--- config.mk ---
export PLATFORM = sky130hd
export DESIGN_NAME = baud_gen
export DESIGN_NICKNAME = d
export VERILOG_FILES = /design/src/baud_pkg.sv /design/src/baud_gen.sv
export SDC_FILE = /design/constraint.sdc
export NUM_CORES = 1
export LEC_CHECK = 0
export ABC_CLOCK_PERIOD_IN_PS = 6060
export BUFFER_PORTS_ARGS = -buffer_cell sky130_fd_sc_hd__clkbuf_2
export CAP_MARGIN = 15
export CORE_UTILIZATION = 24
export DETAILED_ROUTE_END_ITERATION = 16
export PLACE_DENSITY = 0.46
export SYNTH_ARGS = -nofsm -noshare
export SYNTH_HDL_FRONTEND = slang
export SYNTH_SLANG_ARGS = --single-unit
--- constraint.sdc ---
create_clock -name mclk -period 6.06 [get_ports mclk]
set_input_delay 0 -clock mclk [delete_from_list [all_inputs] [get_ports mclk]]
set_output_delay 0 -clock mclk [all_outputs]
set_load 0.02 [all_outputs]
--- src/baud_pkg.sv ---
// constants and configuration carrier for the baud rate generator
package baud_pkg;

  // ********************************************************************
  // divider source select encodings
  // ********************************************************************
  localparam logic [1:0] SRC_MCLK     = 2'h0; // master_clock itself
  localparam logic [1:0] SRC_MCLK_DIV = 2'h1; // master_clock over eight
  localparam logic [1:0] SRC_EXT      = 2'h3; // external serial clock pin

  // ********************************************************************
  // counter limits
  // ********************************************************************
  localparam logic [2:0]  PRESCALE_LAST = 3'h7;    // fixed divide by 8
  localparam logic [3:0]  OS16_LAST     = 4'hF;    // 16x oversampling
  localparam logic [3:0]  OS8_LAST      = 4'h7;    // 8x oversampling
  localparam logic [15:0] DIV_OFF       = 16'h0000; // no clock except pin edges in sync external mode
  localparam logic [15:0] DIV_BYPASS    = 16'h0001; // divider bypassed
  localparam logic [15:0] DIV_ONE       = 16'h0001; // unit step

  // ********************************************************************
  // configuration carrier (channel_mode_register / baud_divider_register)
  // ********************************************************************
  typedef struct packed {
    logic [1:0]  divider_source_select; // clock source
    logic        sync_mode;             // 1 = synchronous
    logic        over8;                 // 1 = 8x, 0 = 16x oversampling
    logic        normal_mode;           // channel in normal mode
    logic [15:0] clock_divisor;         // integer divisor
    logic [2:0]  fraction_eighths;      // fractional part in eighths
  } baud_cfg_t;

endpackage

--- src/baud_gen.sv ---
// baud rate generator: source select, divider, fraction, oversampling
`timescale 1ns/1ps

// ********************************************************************
// baud rate generator
// ********************************************************************
// Notes on behaviour
// (RULE1) source is master_clock, master_clock over eight, or external pin
// (RULE2) a 16-bit integer divider counts source ticks by clock_divisor
// (RULE3) clock_divisor zero stops every baud and sampling tick except in sync mode with the external pin source
// (RULE4) clock_divisor one passes the selected source through undivided
// (RULE5) external clock phases exceed one master period, rate 4.5x slower
// (RULE6) async: divided clock is sampling tick, then divided by 16 or 8
// (RULE7) over8 set samples at 8x baud, cleared samples at 16x
// (RULE8) async rate is source over 8 times (2 - over8) times divisor
// (RULE9) nonzero fraction_eighths enables fractional division in eighths
// (RULE10) fraction adds eighths to the divisor, only async normal mode
// (RULE11) sync: baud is the source divided by divisor, no oversampling
// (RULE12) sync with external source: pin edge is the bit clock directly
// (RULE13) master_clock source gives 50:50 serial clock even for odd divisor; divisor one leaves sck_out low
// (RULE14) software wanting 50:50 with divided source programs even divisor
// (RULE15) software keeps the baud rate error at or below five percent
// (RULE16) external clock synchronised; ticks are one-cycle enable pulses
module baud_gen
  import baud_pkg::*;
(
  input  logic      mclk,        // master clock, 20 MHz
  input  logic      rst,         // synchronous reset, active high
  input  baud_cfg_t cfg,         // mode and divider configuration
  input  logic      sck_in,      // serial clock pin, input side
  output logic      sample_tick, // receiver sampling enable pulse
  output logic      baud_tick,   // bit period enable pulse
  output logic      sck_out,     // serial clock pin, output side
  output logic      sck_oe       // serial clock pin drive enable
);

  logic        meta_q;
  logic        sync_q;
  logic        chk_q;
  logic        lvl_q;
  logic        lvl_new;
  logic        ext_tick;
  logic [2:0]  pre_q;
  logic        pre_tick;
  logic        src_tick;
  logic        frac_on;
  logic        ext_direct;
  logic [15:0] cnt_q;
  logic [15:0] cnt_d;
  logic [15:0] limit;
  logic        div_tick;
  logic [2:0]  acc_q;
  logic        extra_q;
  logic [3:0]  os_q;
  logic [3:0]  os_last;
  logic        os_tick;
  logic        sample_q;
  logic        baud_q;
  logic        hi_q;
  logic        hi_n_q;
  logic        odd_fix;

  // ********************************************************************
  // external clock synchroniser
  // ********************************************************************
  // three stages; a level counts only once stages two and three agree,
  // which relies on the pin phases outlasting a master period [RULE5]
  always_ff @(posedge mclk) begin
    if (rst) begin
      meta_q <= 1'b0;
      sync_q <= 1'b0;
      chk_q  <= 1'b0;
      lvl_q  <= 1'b0;
    end else begin
      meta_q <= sck_in;
      sync_q <= meta_q;
      chk_q  <= sync_q;
      lvl_q  <= lvl_new;
    end
  end

  assign lvl_new  = (sync_q == chk_q) ? chk_q : lvl_q;
  assign ext_tick = lvl_new & ~lvl_q; // rising edge pulse [RULE16]

  // ********************************************************************
  // fixed prescaler and source select
  // ********************************************************************
  always_ff @(posedge mclk) begin
    if (rst) begin
      pre_q <= 3'h0;
    end else begin
      pre_q <= pre_q + 3'h1;
    end
  end

  assign pre_tick = (pre_q == PRESCALE_LAST);

  always_comb begin
    case (cfg.divider_source_select)
      SRC_MCLK:     src_tick = 1'b1;     // [RULE1]
      SRC_MCLK_DIV: src_tick = pre_tick; // [RULE1]
      default:      src_tick = ext_tick; // [RULE1]
    endcase
  end

  // ********************************************************************
  // integer divider with fractional stretch
  // ********************************************************************
  assign frac_on    = (cfg.fraction_eighths != 3'h0) & ~cfg.sync_mode
                      & cfg.normal_mode; // [RULE9] [RULE10]
  assign ext_direct = cfg.sync_mode &
                      (cfg.divider_source_select == SRC_EXT); // [RULE12]
  assign limit      = cfg.clock_divisor - DIV_ONE + {15'h0000, extra_q};

  // terminal test uses >= so a shrinking divisor never wraps the counter
  always_comb begin
    if (cfg.clock_divisor == DIV_OFF) begin
      div_tick = 1'b0;     // [RULE3]
    end else if (cfg.clock_divisor == DIV_BYPASS) begin
      div_tick = src_tick; // [RULE4]
    end else begin
      div_tick = src_tick & (cnt_q >= limit); // [RULE2]
    end
  end

  always_comb begin
    if (cfg.clock_divisor <= DIV_BYPASS) begin
      cnt_d = 16'h0000;
    end else if (div_tick) begin
      cnt_d = 16'h0000;
    end else if (src_tick) begin
      cnt_d = cnt_q + DIV_ONE; // [RULE2]
    end else begin
      cnt_d = cnt_q;
    end
  end

  always_ff @(posedge mclk) begin
    if (rst) begin
      cnt_q <= 16'h0000;
    end else begin
      cnt_q <= cnt_d;
    end
  end

  // each period is divisor or divisor+1 long; eight periods average
  // divisor + fraction/8, jitter of one source tick traded for resolution
  always_ff @(posedge mclk) begin
    if (rst || !frac_on) begin
      acc_q   <= 3'h0;
      extra_q <= 1'b0;
    end else if (div_tick) begin
      {extra_q, acc_q} <= {1'b0, acc_q}
                          + {1'b0, cfg.fraction_eighths}; // [RULE10]
    end
  end

  // ********************************************************************
  // oversampling divider
  // ********************************************************************
  assign os_last = cfg.over8 ? OS8_LAST : OS16_LAST; // [RULE7]
  assign os_tick = div_tick & (os_q >= os_last);     // [RULE6] [RULE8]

  always_ff @(posedge mclk) begin
    if (rst || cfg.sync_mode) begin
      os_q <= 4'h0;
    end else if (div_tick) begin
      os_q <= (os_q >= os_last) ? 4'h0 : os_q + 4'h1; // [RULE6]
    end
  end

  // ********************************************************************
  // tick outputs
  // ********************************************************************
  always_ff @(posedge mclk) begin
    if (rst) begin
      sample_q <= 1'b0;
      baud_q   <= 1'b0;
    end else if (ext_direct) begin
      sample_q <= ext_tick; // [RULE12]
      baud_q   <= ext_tick; // [RULE12]
    end else begin
      sample_q <= div_tick; // [RULE6]
      baud_q   <= cfg.sync_mode ? div_tick : os_tick; // [RULE11] [RULE6]
    end
  end

  assign sample_tick = sample_q;
  assign baud_tick   = baud_q;

  // ********************************************************************
  // serial clock output
  // ********************************************************************
  // high for the first half of each divider period; a falling-edge copy
  // adds the missing half cycle when master_clock is divided by odd
  always_ff @(posedge mclk) begin
    if (rst || cfg.clock_divisor <= DIV_BYPASS) begin
      hi_q <= 1'b0;
    end else begin
      hi_q <= (cnt_d < {1'b0, cfg.clock_divisor[15:1]});
    end
  end

  always_ff @(negedge mclk) begin
    if (rst) begin
      hi_n_q <= 1'b0;
    end else begin
      hi_n_q <= hi_q;
    end
  end

  assign odd_fix = (cfg.divider_source_select == SRC_MCLK) &
                   cfg.clock_divisor[0]; // [RULE13]
  assign sck_out = hi_q | (odd_fix & hi_n_q); // [RULE13]
  assign sck_oe  = cfg.sync_mode &
                   (cfg.divider_source_select != SRC_EXT);

  // ********************************************************************
  // checking helpers
  // ********************************************************************
  baud_cfg_t   cfg_q;
  logic        seen_q;
  logic [15:0] gap_q;
  logic [4:0]  since_q;
  logic [15:0] hicnt_q;
  logic        steady;

  assign steady = (cfg == cfg_q) & seen_q;

  always_ff @(posedge mclk) begin
    if (rst) begin
      cfg_q   <= '0;
      seen_q  <= 1'b0;
      gap_q   <= 16'h0000;
      since_q <= 5'h00;
      hicnt_q <= 16'h0000;
    end else begin
      cfg_q   <= cfg;
      seen_q  <= (cfg != cfg_q) ? 1'b0 : (seen_q | baud_q);
      gap_q   <= sample_q ? 16'h0000 : gap_q + 16'h0001;
      since_q <= baud_q ? 5'h00 : since_q + {4'h0, sample_q};
      hicnt_q <= hi_q ? hicnt_q + 16'h0001 : 16'h0000;
    end
  end

  // ********************************************************************
  // assertions
  // ********************************************************************
  a_zero_div_silent: assert property ( // [RULE3]
    @(posedge mclk) disable iff (rst)
    (cfg.clock_divisor == DIV_OFF && !ext_direct)[*2] |->
    (!sample_q && !baud_q))
    else $error("ticks with divisor zero");

  a_bypass_pass: assert property ( // [RULE4]
    @(posedge mclk) disable iff (rst)
    (cfg.clock_divisor == DIV_BYPASS && !ext_direct &&
     cfg.divider_source_select == SRC_MCLK) |=> sample_q)
    else $error("bypass did not pass master clock");

  a_prescale_rate: assert property ( // [RULE1]
    @(posedge mclk) disable iff (rst)
    pre_tick |-> ##1 !pre_tick[*7] ##1 pre_tick)
    else $error("prescaler not divide by eight");

  a_sample_period: assert property ( // [RULE2]
    @(posedge mclk) disable iff (rst)
    (sample_q && steady && cfg.divider_source_select == SRC_MCLK &&
     cfg.clock_divisor > DIV_BYPASS) |->
    (gap_q == cfg.clock_divisor - DIV_ONE ||
     (frac_on && gap_q == cfg.clock_divisor))) // [RULE9] [RULE10]
    else $error("sampling period wrong");

  a_oversample_ratio: assert property ( // [RULE7]
    @(posedge mclk) disable iff (rst)
    (baud_q && steady && !cfg.sync_mode) |->
    (since_q == {1'b0, os_last})) // [RULE6] [RULE8]
    else $error("oversampling ratio wrong");

  a_sync_no_os: assert property ( // [RULE11]
    @(posedge mclk) disable iff (rst)
    (cfg.sync_mode && $stable(cfg.sync_mode)) |-> (baud_q == sample_q))
    else $error("sync baud differs from divider");

  a_ext_direct: assert property ( // [RULE12]
    @(posedge mclk) disable iff (rst)
    (ext_direct && ext_tick) |=> baud_q ##1 !baud_q)
    else $error("external edge not a bit clock");

  // the count already includes the last high cycle when hi_q falls
  a_sck_duty: assert property ( // [RULE13]
    @(posedge mclk) disable iff (rst)
    ($fell(hi_q) && steady && cfg.sync_mode &&
     cfg.divider_source_select == SRC_MCLK) |->
    (hicnt_q == {1'b0, cfg.clock_divisor[15:1]}))
    else $error("serial clock high phase wrong");

  a_ext_pulse: assert property ( // [RULE16]
    @(posedge mclk) disable iff (rst)
    ext_tick |-> ($rose(chk_q) && sync_q) ##1 !ext_tick)
    else $error("external tick without a filtered pin rise");

  c_async16: cover property (@(posedge mclk) disable iff (rst)
    baud_q && steady && !cfg.sync_mode && !cfg.over8);
  c_async8: cover property (@(posedge mclk) disable iff (rst)
    baud_q && steady && !cfg.sync_mode && cfg.over8);
  c_frac_long: cover property (@(posedge mclk) disable iff (rst)
    sample_q && frac_on && gap_q == cfg.clock_divisor);
  c_ext_sync: cover property (@(posedge mclk) disable iff (rst)
    baud_q && ext_direct);

endmodule

==> results of run 1 <==
[state kept, by name, summed over array words and instances (netlist names)]
name and cells:
meta_q 1, sync_q 1, sample_tick 1, chk_q 1, pre_q 3, extra_q 1, lvl_q 1, cnt_q 16
acc_q 3, os_q 4, hi_q 1, hi_n_q 1, baud_tick 1
[layout make-up]
| cell class | count | area share |
|---|---|---|
| clock inverter | 3 | 0.00607 |
| tap | 140 | 0.0567 |
| sequential | 35 | 0.227 |
| multi-input combinational | 259 | 0.602 |
| clock buffer | 6 | 0.0267 |
| timing repair buffer | 32 | 0.0543 |
| inverter | 23 | 0.0279 |
[where the power goes]
group	leakage, nW	switching [mW]	internal, mW
logic	1.09	0.0407	0.0304
registers	0.284	0.00313	0.234
clock network	0.0570	0.0958	0.0940
total	1.43	0.140	0.359
[stage by stage]
step	power (mW)	worst slack [ns]	cell area, sq um	utilization
3_3_place_gp	0.316	1.28	2980	0.274
5_1_grt	0.526	0.540	3090	0.284
4_1_cts	0.506	0.997	3090	0.284
3_5_place_dp	0.316	1.03	2980	0.274
6_report	0.498	1.04	3090	0.284
2_1_floorplan	0.290	1.73	2700	-
[worst paths after layout]
kind                            cells after the start        to  slack, ns  startpoint
worst max-delay path                               20      hi_q       1.04     extra_q
worst min-delay path                                2    meta_q       0.06         rst
worst max register to register                     20      hi_q       1.04     extra_q
worst min register to register                      1  pre_q[0]       0.42    pre_q[0]
[logic make-up after synthesis]
kind of cell	after synthesis	synth area share
buf+inv	31	0.0510
mux	5	0.0186
xor+xnor	30	0.0974
simple gates	133	0.248
flops	35	0.260
compound gates	50	0.132
fa+ha+maj	41	0.193
[layer usage]
| metal | track usage | vias up |
|---|---|---|
| li1 | - | 1209 |
| met1 | 0.170 | 1067 |
| met2 | 0.190 | 35 |
| met3 | 0.0241 | 6 |
| met4 | 0.0254 | 0 |
| met5 | 0 | - |
[what timing repair did]
action | in CTS | in global routing
endpoints found under the hold margin | 1 | 0
buffers inserted | 0 | 0
resized for setup | 0 | 0
hold buffers | 1 | 0
[cells in the mapped netlist, drive strengths merged, types with 2 or more instances]
cell | count | area (sq um)
o31ai | 3 | 27.5
nand2b | 3 | 18.8
a21oi | 12 | 60.1
or2 | 2 | 12.5
nand3b | 3 | 22.5
xnor2 | 18 | 158
nand3 | 15 | 75.1
and3 | 8 | 50.1
ha | 40 | 500
a2111oi | 2 | 23.8
mux2i | 5 | 50.1
a21boi | 3 | 22.5
inv | 24 | 90.1
a21o | 9 | 67.6
nor3 | 3 | 20.0
nor2b | 7 | 43.8
o21ai | 8 | 40.0
nand4 | 13 | 81.3
o21a | 2 | 15.0
buf | 6 | 43.8
nand2 | 23 | 88.8
nor2 | 42 | 158
nor4 | 6 | 37.5
or3 | 4 | 25.0
o31a | 2 | 18.8
dfxtp | 35 | 701
xor2 | 12 | 105
==> out/results.env, run 1 <==
RUN_STATUS='finished clean'
CPMAXSTAGEDELAYCELL='nor4_1'
DRIVE_ABOVE_1_SHARE=0.134
LAYOUT_COMMON_CELLS='42 x nor2_1, 40 x ha_1, 35 x dfxtp_1'
CRITICAL_PATH_PEAK_FANOUT=14
CRITICAL_PATH_BUF_INV_COUNT=1
SLEW_HEADROOM=0.535
POST-PLACE-CELLS=489
PLACEMENT_ROWS=38
MULTI_INPUT_COMBINATIONAL_CELL_AREA_SQ_MM=0.00186
YS_FF_LATCH=35
CTS.CLK_SLEW.WORST_PATHS_NS=0.08
PIN_COUNT=31
DRT_FIRST_ITER_VIOLATIONS=64
WORSTPATHCELLLIST='inv_1 > ha_1 > and3_1 > nand2_1 > nor4_1 > nand2_1 > xnor2_1 > ha_1 > nand4_1 > or3_1 > a311oi_2 > o31a_1 > or2_1 > nor2_1 > ha_1 > nand4_1 > or2_2 > nor4_1 > a21boi_1 > o2111a_1'
FINAL_MAX_SLEW_VIOL_COUNT=0
VIA_COUNT=2317
WORSTHOLDPATHTYPE='input pin to flop'
FLOORPLAN.DIE.HEIGHT_MICRONS=108
FILLERINSTANCES=1178
NUMCTSBUFFERS=5
CP-START-KIND='flop'
ROUTE.FINAL.WIRE_LENGTH_MM=6.64
M1WIRELENGTH_MM=3.45
HOLD_VIOLATIONS=0
GR-USAGE-ALL-LAYERS=0.121
CLOCK_PATH_BUFFERS=2
START_UTIL=0.248
REQUIRED_NS=6.25
SYN-CELL-AREA_SQ_MM=0.00270
TIGHTEST_SLEW_NS=0.696
CLOCK_INSERTION_DELAY_WORST_SKEW_NS=0.34
MOSTFREQUENTLAYOUTCELL='nor2_1'
CRITICAL_PATH.ENDPOINT_TYPE='flop'
GRT_PASS1_VIAS=2230
DETAILROUTE.WIRELENGTH.MET3_MICRONS=264
ROUTE.DETAILED.VIAS_PER_INST=4.65
SYNTH_SEQUENTIAL_AREA_RATIO=0.260
NUMBER_OF_LIBRARY_CELL_TYPES_MAPPED_BY_SYNTHESIS=52
DIE_AREA_SQ_MM=0.0117
CRIT_TYPE='flop to flop'
WORST_PATH_DOMINANT_CELL_FAMILY='simple AND/OR/NAND/NOR gates'
FINALSETUPVIOLCOUNT=0
P_LEAK_nW=1.43
MIN_PERIOD_OVER_PERIOD=0.829
FINALCRITICALPERIOD_NS=5.02
STDCELL_COUNT=498
FINALCLOCKSKEW_NS=0.0521
POSTSYNTHCELLCOUNT=325
CRITICAL_PATH_DATA_ARRIVAL_TIME_NS=5.21
TIMING.CRITICAL_PATH.MODE_CELL='ha_1'
CTS.ROOT.BUFFER_CELL='clkbuf_8'
MAX_STAGE_DELAY_NS=0.48
RSZ0062_AT_GRT='no'
GLOBALROUTEOVERFLOWTOTAL=0
ROUTE.DETAILED.DRC=0
FMAXACHIEVABLE_MHz=199
POSTSYNTH.ASYNCRESETSHARE=0
ANTENNA_LEFT=0
PIN_COUNT_OF_THE_BIGGEST_NET_ENTERING_GLOBAL_ROUTING=17
CLOCK_TREE_FROM_TRITONCTS='yes'
POST-DP-HPWL_MM=5.42
SYNTH-MAIN-FF-CELL='dfxtp_1'
WHS_NS=0.0645
REGAREA_SQ_UM=701
MAXCAPVIOLATIONS=0
NUMCLOCKSINKS=35
DIE-WIDTH_MICRONS=108
SYNTHTOLAYOUTAREAGROWTH_PCT=14.6
POSTSYNTHNETCOUNT=393
COUNT_OF_BUFFERS_INSERTED_AT_THE_TOP_LEVEL_PORTS=30
SYNTH_ENABLE_FLOP_CELLS=0
ROUTED_WIRE_LENGTH_PER_INSTANCE_MICRONS=13.3
GLOBALPLACE.CONGESTION=0.811
TOTAL_OF_WARNINGS_RAISED_BY_YOSYS=0
DRT_PRE_ANTENNA_ITERS=4
INITIAL_ANTENNA_VIOLATION_COUNT=0
FIRST_PASS_GRT_WIRE_LENGTH_MM=10.9
ANTENNA-DIODE-COUNT=0
SETUP_TNS_NS=0
CORE_REGION_AREA_SQ_MM=0.0109
POWER_PER_CELL_AREA_mW_PER_MM2=161
ROUTED.TOP_LAYER='met4'
ROUTED-WL-MET2_MM=2.86
H-TREE-DEPTH=2
SYN_AVG_CELL_AREA_SQ_UM=8.30
MAX-VDD-IR-DROP_mV=0.0893
DESIGN.FINAL.NETS=425
(Power assumes the default switching activity.)
==> run 2, diff against run 1 <==
ABC_CLOCK_PERIOD_IN_PS = 4680   (was 6060)
clock period = 4.68 ns   (was 6.06 ns; I/O delays follow)
==> run 2 against run 1 <==
Compared with the run above:
- register-to-register slack got worse by 0.79 ns
- clock power up 29%
- wire length rose by 1.2%
- cell area rose by 5.3%
- via count rose by 2.0%
- fmax rose by 13%
- clock skew increased by 0.0049 ns
- non-clock buffer count up 13
- final cell count is 2.6% higher
- critical path depth grew 1
- critical endpoint unchanged
==> out/results.env, run 2 (same netlist as run 1, synthesis figures left out) <==
FINALCRITICALPERIOD_NS=4.43  # was 5.02 ns
POWER_PER_CELL_AREA_mW_PER_MM2=200  # was 161 mW/mm^2
FMAXACHIEVABLE_MHz=226  # was 199 MHz
ROUTE.DETAILED.VIAS_PER_INST=4.63  # was 4.65
FINAL_DESIGN_AREA_NO_FILL_SQ_MM=0.00325  # was 0.00309 sq mm
POST_DP_CELL_AREA_SQ_MM=0.00303  # was 0.00298 sq mm
SYNTHTOLAYOUTAREAGROWTH_PCT=20.6  # was 14.6%
CLOCK_PATH_BUFFERS=2  # unchanged
WORSTPATHCELLLIST='inv_2 > ha_2 > and3_4 > nand2_4 > nor4_4 > buf_4 > nand3_1 > xnor2_1 > ha_1 > nand4_1 > or3_4 > a311oi_4 > o31a_1 > or2_4 > nor2_1 > ha_1 > nand4_1 > or2_4 > nor4_4 > a21boi_1 > o2111a_1'  # was inv_1 > ha_1 > and3_1 > nand2_1 > nor4_1 > nand2_1 > xnor2_1 > ha_1 > nand4_1 > or3_1 > a311oi_2 > o31a_1 > or2_1 > nor2_1 > ha_1 > nand4_1 > or2_2 > nor4_1 > a21boi_1 > o2111a_1
LARGEST_REGISTER='cnt_q'  # unchanged
CPMAXSTAGEDELAYCELL='or3_4'  # was nor4_1
MOSTFREQUENTLAYOUTCELL='nor2_1'  # unchanged
FINAL_MAX_SLEW_VIOL_COUNT=0  # unchanged
GLOBALROUTEOVERFLOWTOTAL=0  # unchanged
CTS.CLK_SLEW.WORST_PATHS_NS=0.08  # about the same
CRIT_TYPE='flop to flop'  # unchanged
CLOCK_INSERTION_DELAY_WORST_SKEW_NS=0.34  # about the same
DRT_FIRST_ITER_VIOLATIONS=91  # was 64
WHS_NS=0.0558  # was 0.0645 ns
ANTENNA_LEFT=0  # unchanged
NUMCLOCKSINKS=35  # unchanged
REQUIRED_NS=4.87  # was 6.25 ns
CRITICAL_PATH_DATA_ARRIVAL_TIME_NS=4.62  # was 5.21 ns
MAXCAPVIOLATIONS=0  # unchanged
POST-DP-HPWL_MM=5.44  # was 5.42 mm
ROUTE.DETAILED.DRC=0  # unchanged
PIN_COUNT_OF_THE_BIGGEST_NET_ENTERING_GLOBAL_ROUTING=17  # unchanged
CRITICAL_PATH_PEAK_FANOUT=8  # was 14
TIGHTEST_SLEW_NS=0.712  # was 0.696 ns
CTS.ROOT.BUFFER_CELL='clkbuf_8'  # unchanged
START_UTIL=0.248  # unchanged
CRITICAL_PATH.ENDPOINT_TYPE='flop'  # unchanged
MAX-VDD-IR-DROP_mV=0.131  # was 0.0893 mV
ANTENNA-DIODE-COUNT=0  # unchanged
CORE_REGION_AREA_SQ_MM=0.0109  # unchanged
LARGEST_REG_FLOPS=16  # unchanged
INITIAL_ANTENNA_VIOLATION_COUNT=0  # unchanged
P_SW_FRAC=0.283  # was 0.280
GRT_PASS1_VIAS=2350  # was 2,230
FILLERINSTANCES=1165  # was 1,178
CP-START-KIND='flop'  # unchanged
SLEW_HEADROOM=0.524  # was 0.535
DRT_PRE_ANTENNA_ITERS=4  # unchanged
FIRST_PASS_GRT_WIRE_LENGTH_MM=11.1  # was 10.9 mm
POWER.SHARE.COMBINATIONAL=0.152  # was 0.143
ROUTED_WIRE_LENGTH_PER_INSTANCE_MICRONS=13.1  # was 13.3 microns
PIN_COUNT=31  # unchanged
COUNT_OF_BUFFERS_INSERTED_AT_THE_TOP_LEVEL_PORTS=30  # unchanged
PWR-SHARE-SEQ=0.472  # was 0.476
SWITCHINGPOWER_mW=0.184  # was 0.140 mW
FINALCLOCKSKEW_NS=0.0570  # was 0.0521 ns
FINALSETUPVIOLCOUNT=0  # unchanged
CLOCK_TREE_FROM_TRITONCTS='yes'  # unchanged
GR-USAGE-ALL-LAYERS=0.122  # was 0.121
POWER.INTERNAL_mW=0.468  # was 0.359 mW
MAX_STAGE_DELAY_NS=0.38  # was 0.48 ns
GLOBALPLACE.CONGESTION=0.876  # was 0.811
LARGEST_REGISTERS='cnt_q: 16 flops, os_q: 4 flops'  # unchanged
WORSTHOLDPATHTYPE='input pin to flop'  # unchanged
P_LEAK_nW=1.54  # was 1.43 nW
DESIGN.FINAL.NETS=438  # was 425
DIE_AREA_SQ_MM=0.0117  # unchanged
NUMCTSBUFFERS=5  # unchanged
DRIVE_ABOVE_1_SHARE=0.186  # was 0.134
DIE-WIDTH_MICRONS=108  # unchanged
LAYOUT_COMMON_CELLS='42 x nor2_1, 39 x ha_1, 35 x dfxtp_1'  # was 42 x nor2_1, 40 x ha_1, 35 x dfxtp_1
PLACEMENT_ROWS=38  # unchanged
HOLD_VIOLATIONS=0  # unchanged
CRITICAL_PATH_BUF_INV_COUNT=2  # was 1
RUN_STATUS='finished clean'  # unchanged
POWER.SHARE.CLOCK=0.376  # was 0.381
H-TREE-DEPTH=2  # unchanged
ROUTE.FINAL.WIRE_LENGTH_MM=6.72  # was 6.64 mm
MIN_PERIOD_OVER_PERIOD=0.947  # was 0.829
VIA_COUNT=2364  # was 2,317
WORST_PATH_DOMINANT_CELL_FAMILY='simple AND/OR/NAND/NOR gates'  # unchanged
FLOORPLAN.DIE.HEIGHT_MICRONS=108  # unchanged
## run 2: cell count changes in the layout (fill, tap and decap cells not counted), sizes merged
| cell | change |
|---|---|
| buf | +13 |
## run 2: path summary, 6_finish.rpt
path / from / end / cells past startpoint / slack, ns
max: extra_q / hi_q / 21 / 0.25
min: rst / lvl_q / 2 / 0.06
max reg2reg: extra_q / hi_q / 21 / 0.25
min reg2reg: pre_q[0] / pre_q[0] / 1 / 0.43
## run 2: routing by layer
| layer | vias to the layer above | routed length (microns) | global-route usage |
|---|---|---|---|
| li1 | 1232 | - | - |
| met1 | 1085 | 3430 | 0.163 |
| met2 | 39 | 2960 | 0.200 |
| met3 | 8 | 228 | 0.0253 |
| met4 | 0 | 102 | 0.0294 |
| met5 | - | 0 | 0 |
## run 2: layout make-up
| class | instances | area, sq um | share of cell area |
|---|---|---|---|
| Inverter | 23 | 86.3 | 0.0265 |
| Timing Repair Buffer | 45 | 265 | 0.0815 |
| Tap cell | 140 | 175 | 0.0538 |
| Clock buffer | 6 | 82.6 | 0.0254 |
| Clock inverter | 3 | 18.8 | 0.00577 |
| Sequential cell | 35 | 701 | 0.215 |
| Multi-Input combinational cell | 259 | 1930 | 0.592 |
## run 2: power by group through the flow
stage                     clock, mW  combinational [mW]  sequential, mW
after floorplan             0.00267              0.0592           0.313
after detailed placement    0.00267              0.0927           0.315
after global placement      0.00267              0.0928           0.314
after global routing          0.266               0.113           0.308
after CTS                     0.254              0.0941           0.308
final                         0.245              0.0990           0.308
## run 2: through the flow
| stage | std cells | setup WS, ns | setup TNS, ns | total power [mW] | utilization |
|---|---|---|---|---|---|
| finish | 511 | 0.249 | 0 | 0.652 | 0.299 |
| global route | 511 | -0.0349 | -0.0349 | 0.688 | 0.299 |
| CTS | 504 | 0.121 | 0 | 0.656 | 0.288 |
| detailed placement | 495 | 0.0380 | 0 | 0.410 | 0.278 |
| global placement | 495 | 0.181 | 0 | 0.410 | 0.278 |
| floorplan | 325 | 0.350 | 0 | 0.375 | - |
## run 2: timing repair
action | CTS | global route
hold buffers | 1 | 0
gates cloned | 0 | 0
setup buffers | 0 | 7
resized for setup | 1 | 12
pin swaps | 0 | 13
endpoints found under the hold margin | 1 | 0
setup endpoints to repair | 1 | 1
==> run 3, diff against run 2 <==
RECOVER_POWER = 50   (was default)
==> run 3 against run 2 <==
Compared with the run above:
- total power decreased by 0.21%
- register-to-register slack about the same
- final cell count unchanged
- sequential power about the same
- critical path type unchanged
- sequential cell count unchanged
- setup slack improved by 0.013 ns
- global-route usage unchanged
- sequential share of layout area about the same
- critical path depth unchanged
==> out/results.env, run 3 (same netlist as run 1, synthesis figures left out) <==
POWER.SHARE.COMBINATIONAL=0.151  # was 0.152
DRIVE_ABOVE_1_SHARE=0.173  # was 0.186
TIGHTEST_SLEW_NS=0.706  # was 0.712 ns
LAYOUT_COMMON_CELLS='42 x nor2_1, 39 x ha_1, 35 x dfxtp_1'  # unchanged
POWER.SHARE.CLOCK=0.376  # about the same
CRIT_TYPE='flop to flop'  # unchanged
FINALPOWER_mW=0.651  # was 0.652 mW
FINAL.SETUP.WORST_SLACK_NS=0.262  # was 0.249 ns
POST_DP_CELL_AREA_SQ_MM=0.00303  # unchanged
WHS_NS=0.0583  # was 0.0558 ns
ANTENNA_LEFT=0  # unchanged
POST-PLACE-CELLS=495  # unchanged
CLOCK_PATH_BUFFERS=2  # unchanged
SYNTHTOLAYOUTAREAGROWTH_PCT=20.4  # was 20.6%
PIN_COUNT=31  # unchanged
VIA_COUNT=2369  # was 2,364
FINALCRITICALPERIOD_NS=4.42  # was 4.43 ns
DRT_FIRST_ITER_VIOLATIONS=98  # was 91
GLOBALROUTEOVERFLOWTOTAL=0  # unchanged
ROUTE.DETAILED.DRC=0  # unchanged
SETUP_TNS_NS=0  # unchanged
FINAL_MAX_SLEW_VIOL_COUNT=0  # unchanged
FINALCLOCKSKEW_NS=0.0579  # was 0.0570 ns
POWER_PER_CELL_AREA_mW_PER_MM2=200  # about the same
SLEW_HEADROOM=0.529  # was 0.524
SWITCHINGPOWER_mW=0.183  # was 0.184 mW
REGAREA_SQ_UM=701  # unchanged
ROUTE.DETAILED.VIAS_PER_INST=4.64  # was 4.63
ROUTE.FINAL.WIRE_LENGTH_MM=6.70  # was 6.72 mm
H-TREE-DEPTH=2  # unchanged
LARGEST_REGISTERS='cnt_q: 16 flops, os_q: 4 flops'  # unchanged
PWR-SHARE-SEQ=0.473  # was 0.472
CTS.CLK_SLEW.WORST_PATHS_NS=0.08  # about the same
GLOBALPLACE.CONGESTION=0.876  # unchanged
ANTENNA-DIODE-COUNT=0  # unchanged
STDCELL_COUNT=511  # unchanged
CPMAXSTAGEDELAYCELL='or3_4'  # unchanged
WORSTHOLDPATHTYPE='input pin to flop'  # unchanged
CP-START-KIND='flop'  # unchanged
NUMCTSBUFFERS=5  # unchanged
LARGEST_REGISTER='cnt_q'  # unchanged
CLOCK_TREE_FROM_TRITONCTS='yes'  # unchanged
CTS.ROOT.BUFFER_CELL='clkbuf_8'  # unchanged
PLACEMENT_ROWS=38  # unchanged
DESIGN.FINAL.NETS=438  # unchanged
HOLD_VIOLATIONS=0  # unchanged
NUMCLOCKSINKS=35  # unchanged
FINALSETUPVIOLCOUNT=0  # unchanged
CRITICAL_PATH.ENDPOINT_TYPE='flop'  # unchanged
FIRST_PASS_GRT_WIRE_LENGTH_MM=11.1  # unchanged
P_LEAK_nW=1.52  # was 1.54 nW
MIN_PERIOD_OVER_PERIOD=0.944  # was 0.947
CRITICAL_PATH_PEAK_FANOUT=8  # unchanged
FILLERINSTANCES=1167  # was 1,165
POWER.INTERNAL_mW=0.467  # was 0.468 mW
POST-DP-HPWL_MM=5.44  # unchanged
LARGEST_REG_FLOPS=16  # unchanged
WORSTPATHCELLLIST='inv_2 > ha_2 > and3_4 > nand2_4 > nor4_4 > buf_4 > nand3_1 > xnor2_1 > ha_1 > nand4_1 > or3_4 > a311oi_4 > o31a_1 > or2_4 > nor2_1 > ha_1 > nand4_1 > or2_4 > nor4_4 > a21boi_1 > o2111a_1'  # unchanged
FLOORPLAN.DIE.HEIGHT_MICRONS=108  # unchanged
CLOCK_INSERTION_DELAY_WORST_SKEW_NS=0.34  # about the same
GR-USAGE-ALL-LAYERS=0.122  # unchanged
DP_SLACK_NS=0.0380  # unchanged
PIN_COUNT_OF_THE_BIGGEST_NET_ENTERING_GLOBAL_ROUTING=17  # unchanged
ROUTED_WIRE_LENGTH_PER_INSTANCE_MICRONS=13.1  # about the same
DRT_PRE_ANTENNA_ITERS=4  # unchanged
MOSTFREQUENTLAYOUTCELL='nor2_1'  # unchanged
START_UTIL=0.248  # unchanged
GRT_PASS1_VIAS=2350  # unchanged
CRITICAL_PATH_DATA_ARRIVAL_TIME_NS=4.60  # was 4.62 ns
FINAL_DESIGN_AREA_NO_FILL_SQ_MM=0.00325  # about the same
INITIAL_ANTENNA_VIOLATION_COUNT=0  # unchanged
MULTI_INPUT_COMBINATIONAL_CELL_AREA_SQ_MM=0.00192  # was 0.00193 sq mm
MAX_STAGE_DELAY_NS=0.38  # about the same
CORE_REGION_AREA_SQ_MM=0.0109  # unchanged
MAXCAPVIOLATIONS=0  # unchanged
RUN_STATUS='finished clean'  # unchanged
REQUIRED_NS=4.86  # was 4.87 ns
COUNT_OF_BUFFERS_INSERTED_AT_THE_TOP_LEVEL_PORTS=30  # unchanged
POST-ROUTE-UTIL=0.298  # was 0.299
DIE-WIDTH_MICRONS=108  # unchanged
DIE_AREA_SQ_MM=0.0117  # unchanged
FMAXACHIEVABLE_MHz=226  # about the same
MAX-VDD-IR-DROP_mV=0.131  # about the same
P_SW_FRAC=0.282  # was 0.283
-- run 3: power groups by stage --
| stage | clock network (mW) | registers (mW) | logic, mW |
|---|---|---|---|
| 4_1_cts | 0.254 | 0.308 | 0.0941 |
| 3_3_place_gp | 0.00267 | 0.314 | 0.0928 |
| 6_report | 0.244 | 0.308 | 0.0986 |
| 5_1_grt | 0.266 | 0.308 | 0.113 |
| 3_5_place_dp | 0.00267 | 0.315 | 0.0927 |
| 2_1_floorplan | 0.00267 | 0.313 | 0.0592 |
-- run 3: final cells by class --
| cell class | count | share of cell area |
|---|---|---|
| clock inverters | 3 | 0.00578 |
| well taps | 140 | 0.0539 |
| repair buffers | 45 | 0.0802 |
| clock buffers | 6 | 0.0254 |
| flip-flops and latches | 35 | 0.216 |
| multi-input cells | 259 | 0.592 |
| inverters | 23 | 0.0266 |
-- run 3: path summary, 6_finish.rpt --
path                  from  slack [ns]  cells after the start       end
setup / recovery   extra_q        0.26                     21      hi_q
hold / removal         rst        0.06                      2     lvl_q
setup reg to reg   extra_q        0.26                     21      hi_q
hold reg to reg   pre_q[0]        0.43                      1  pre_q[0]
-- run 3: worst max-delay path: cells and delay by family (launching register included) --
kind / cells / cell delay (ns)
fa+ha+maj: 3 / 0.75
buf+inv: 2 / 0.21
flops: 1 / 0.31
xor+xnor: 1 / 0.14
simple gates: 11 / 2.08
compound gates: 4 / 0.82
-- run 3: routing by layer --
metal | routed length, microns | part of all wire | vias up | GRT usage
met4 | 89 | 0.013 | 0 | 0.0294
met5 | 0 | 0 | - | 0
met2 | 2970 | 0.44 | 39 | 0.200
met1 | 3400 | 0.51 | 1091 | 0.163
met3 | 240 | 0.036 | 6 | 0.0253
li1 | - | - | 1233 | -
-- run 3: repair_timing --
item / in CTS / in global routing
setup buffers: 0 / 7
gates resized for setup: 1 / 12
gates cloned: 0 / 0
hold buffers: 1 / 0
setup endpoints to repair: 1 / 1
pin swaps: 0 / 13
endpoints found under the hold margin: 1 / 0
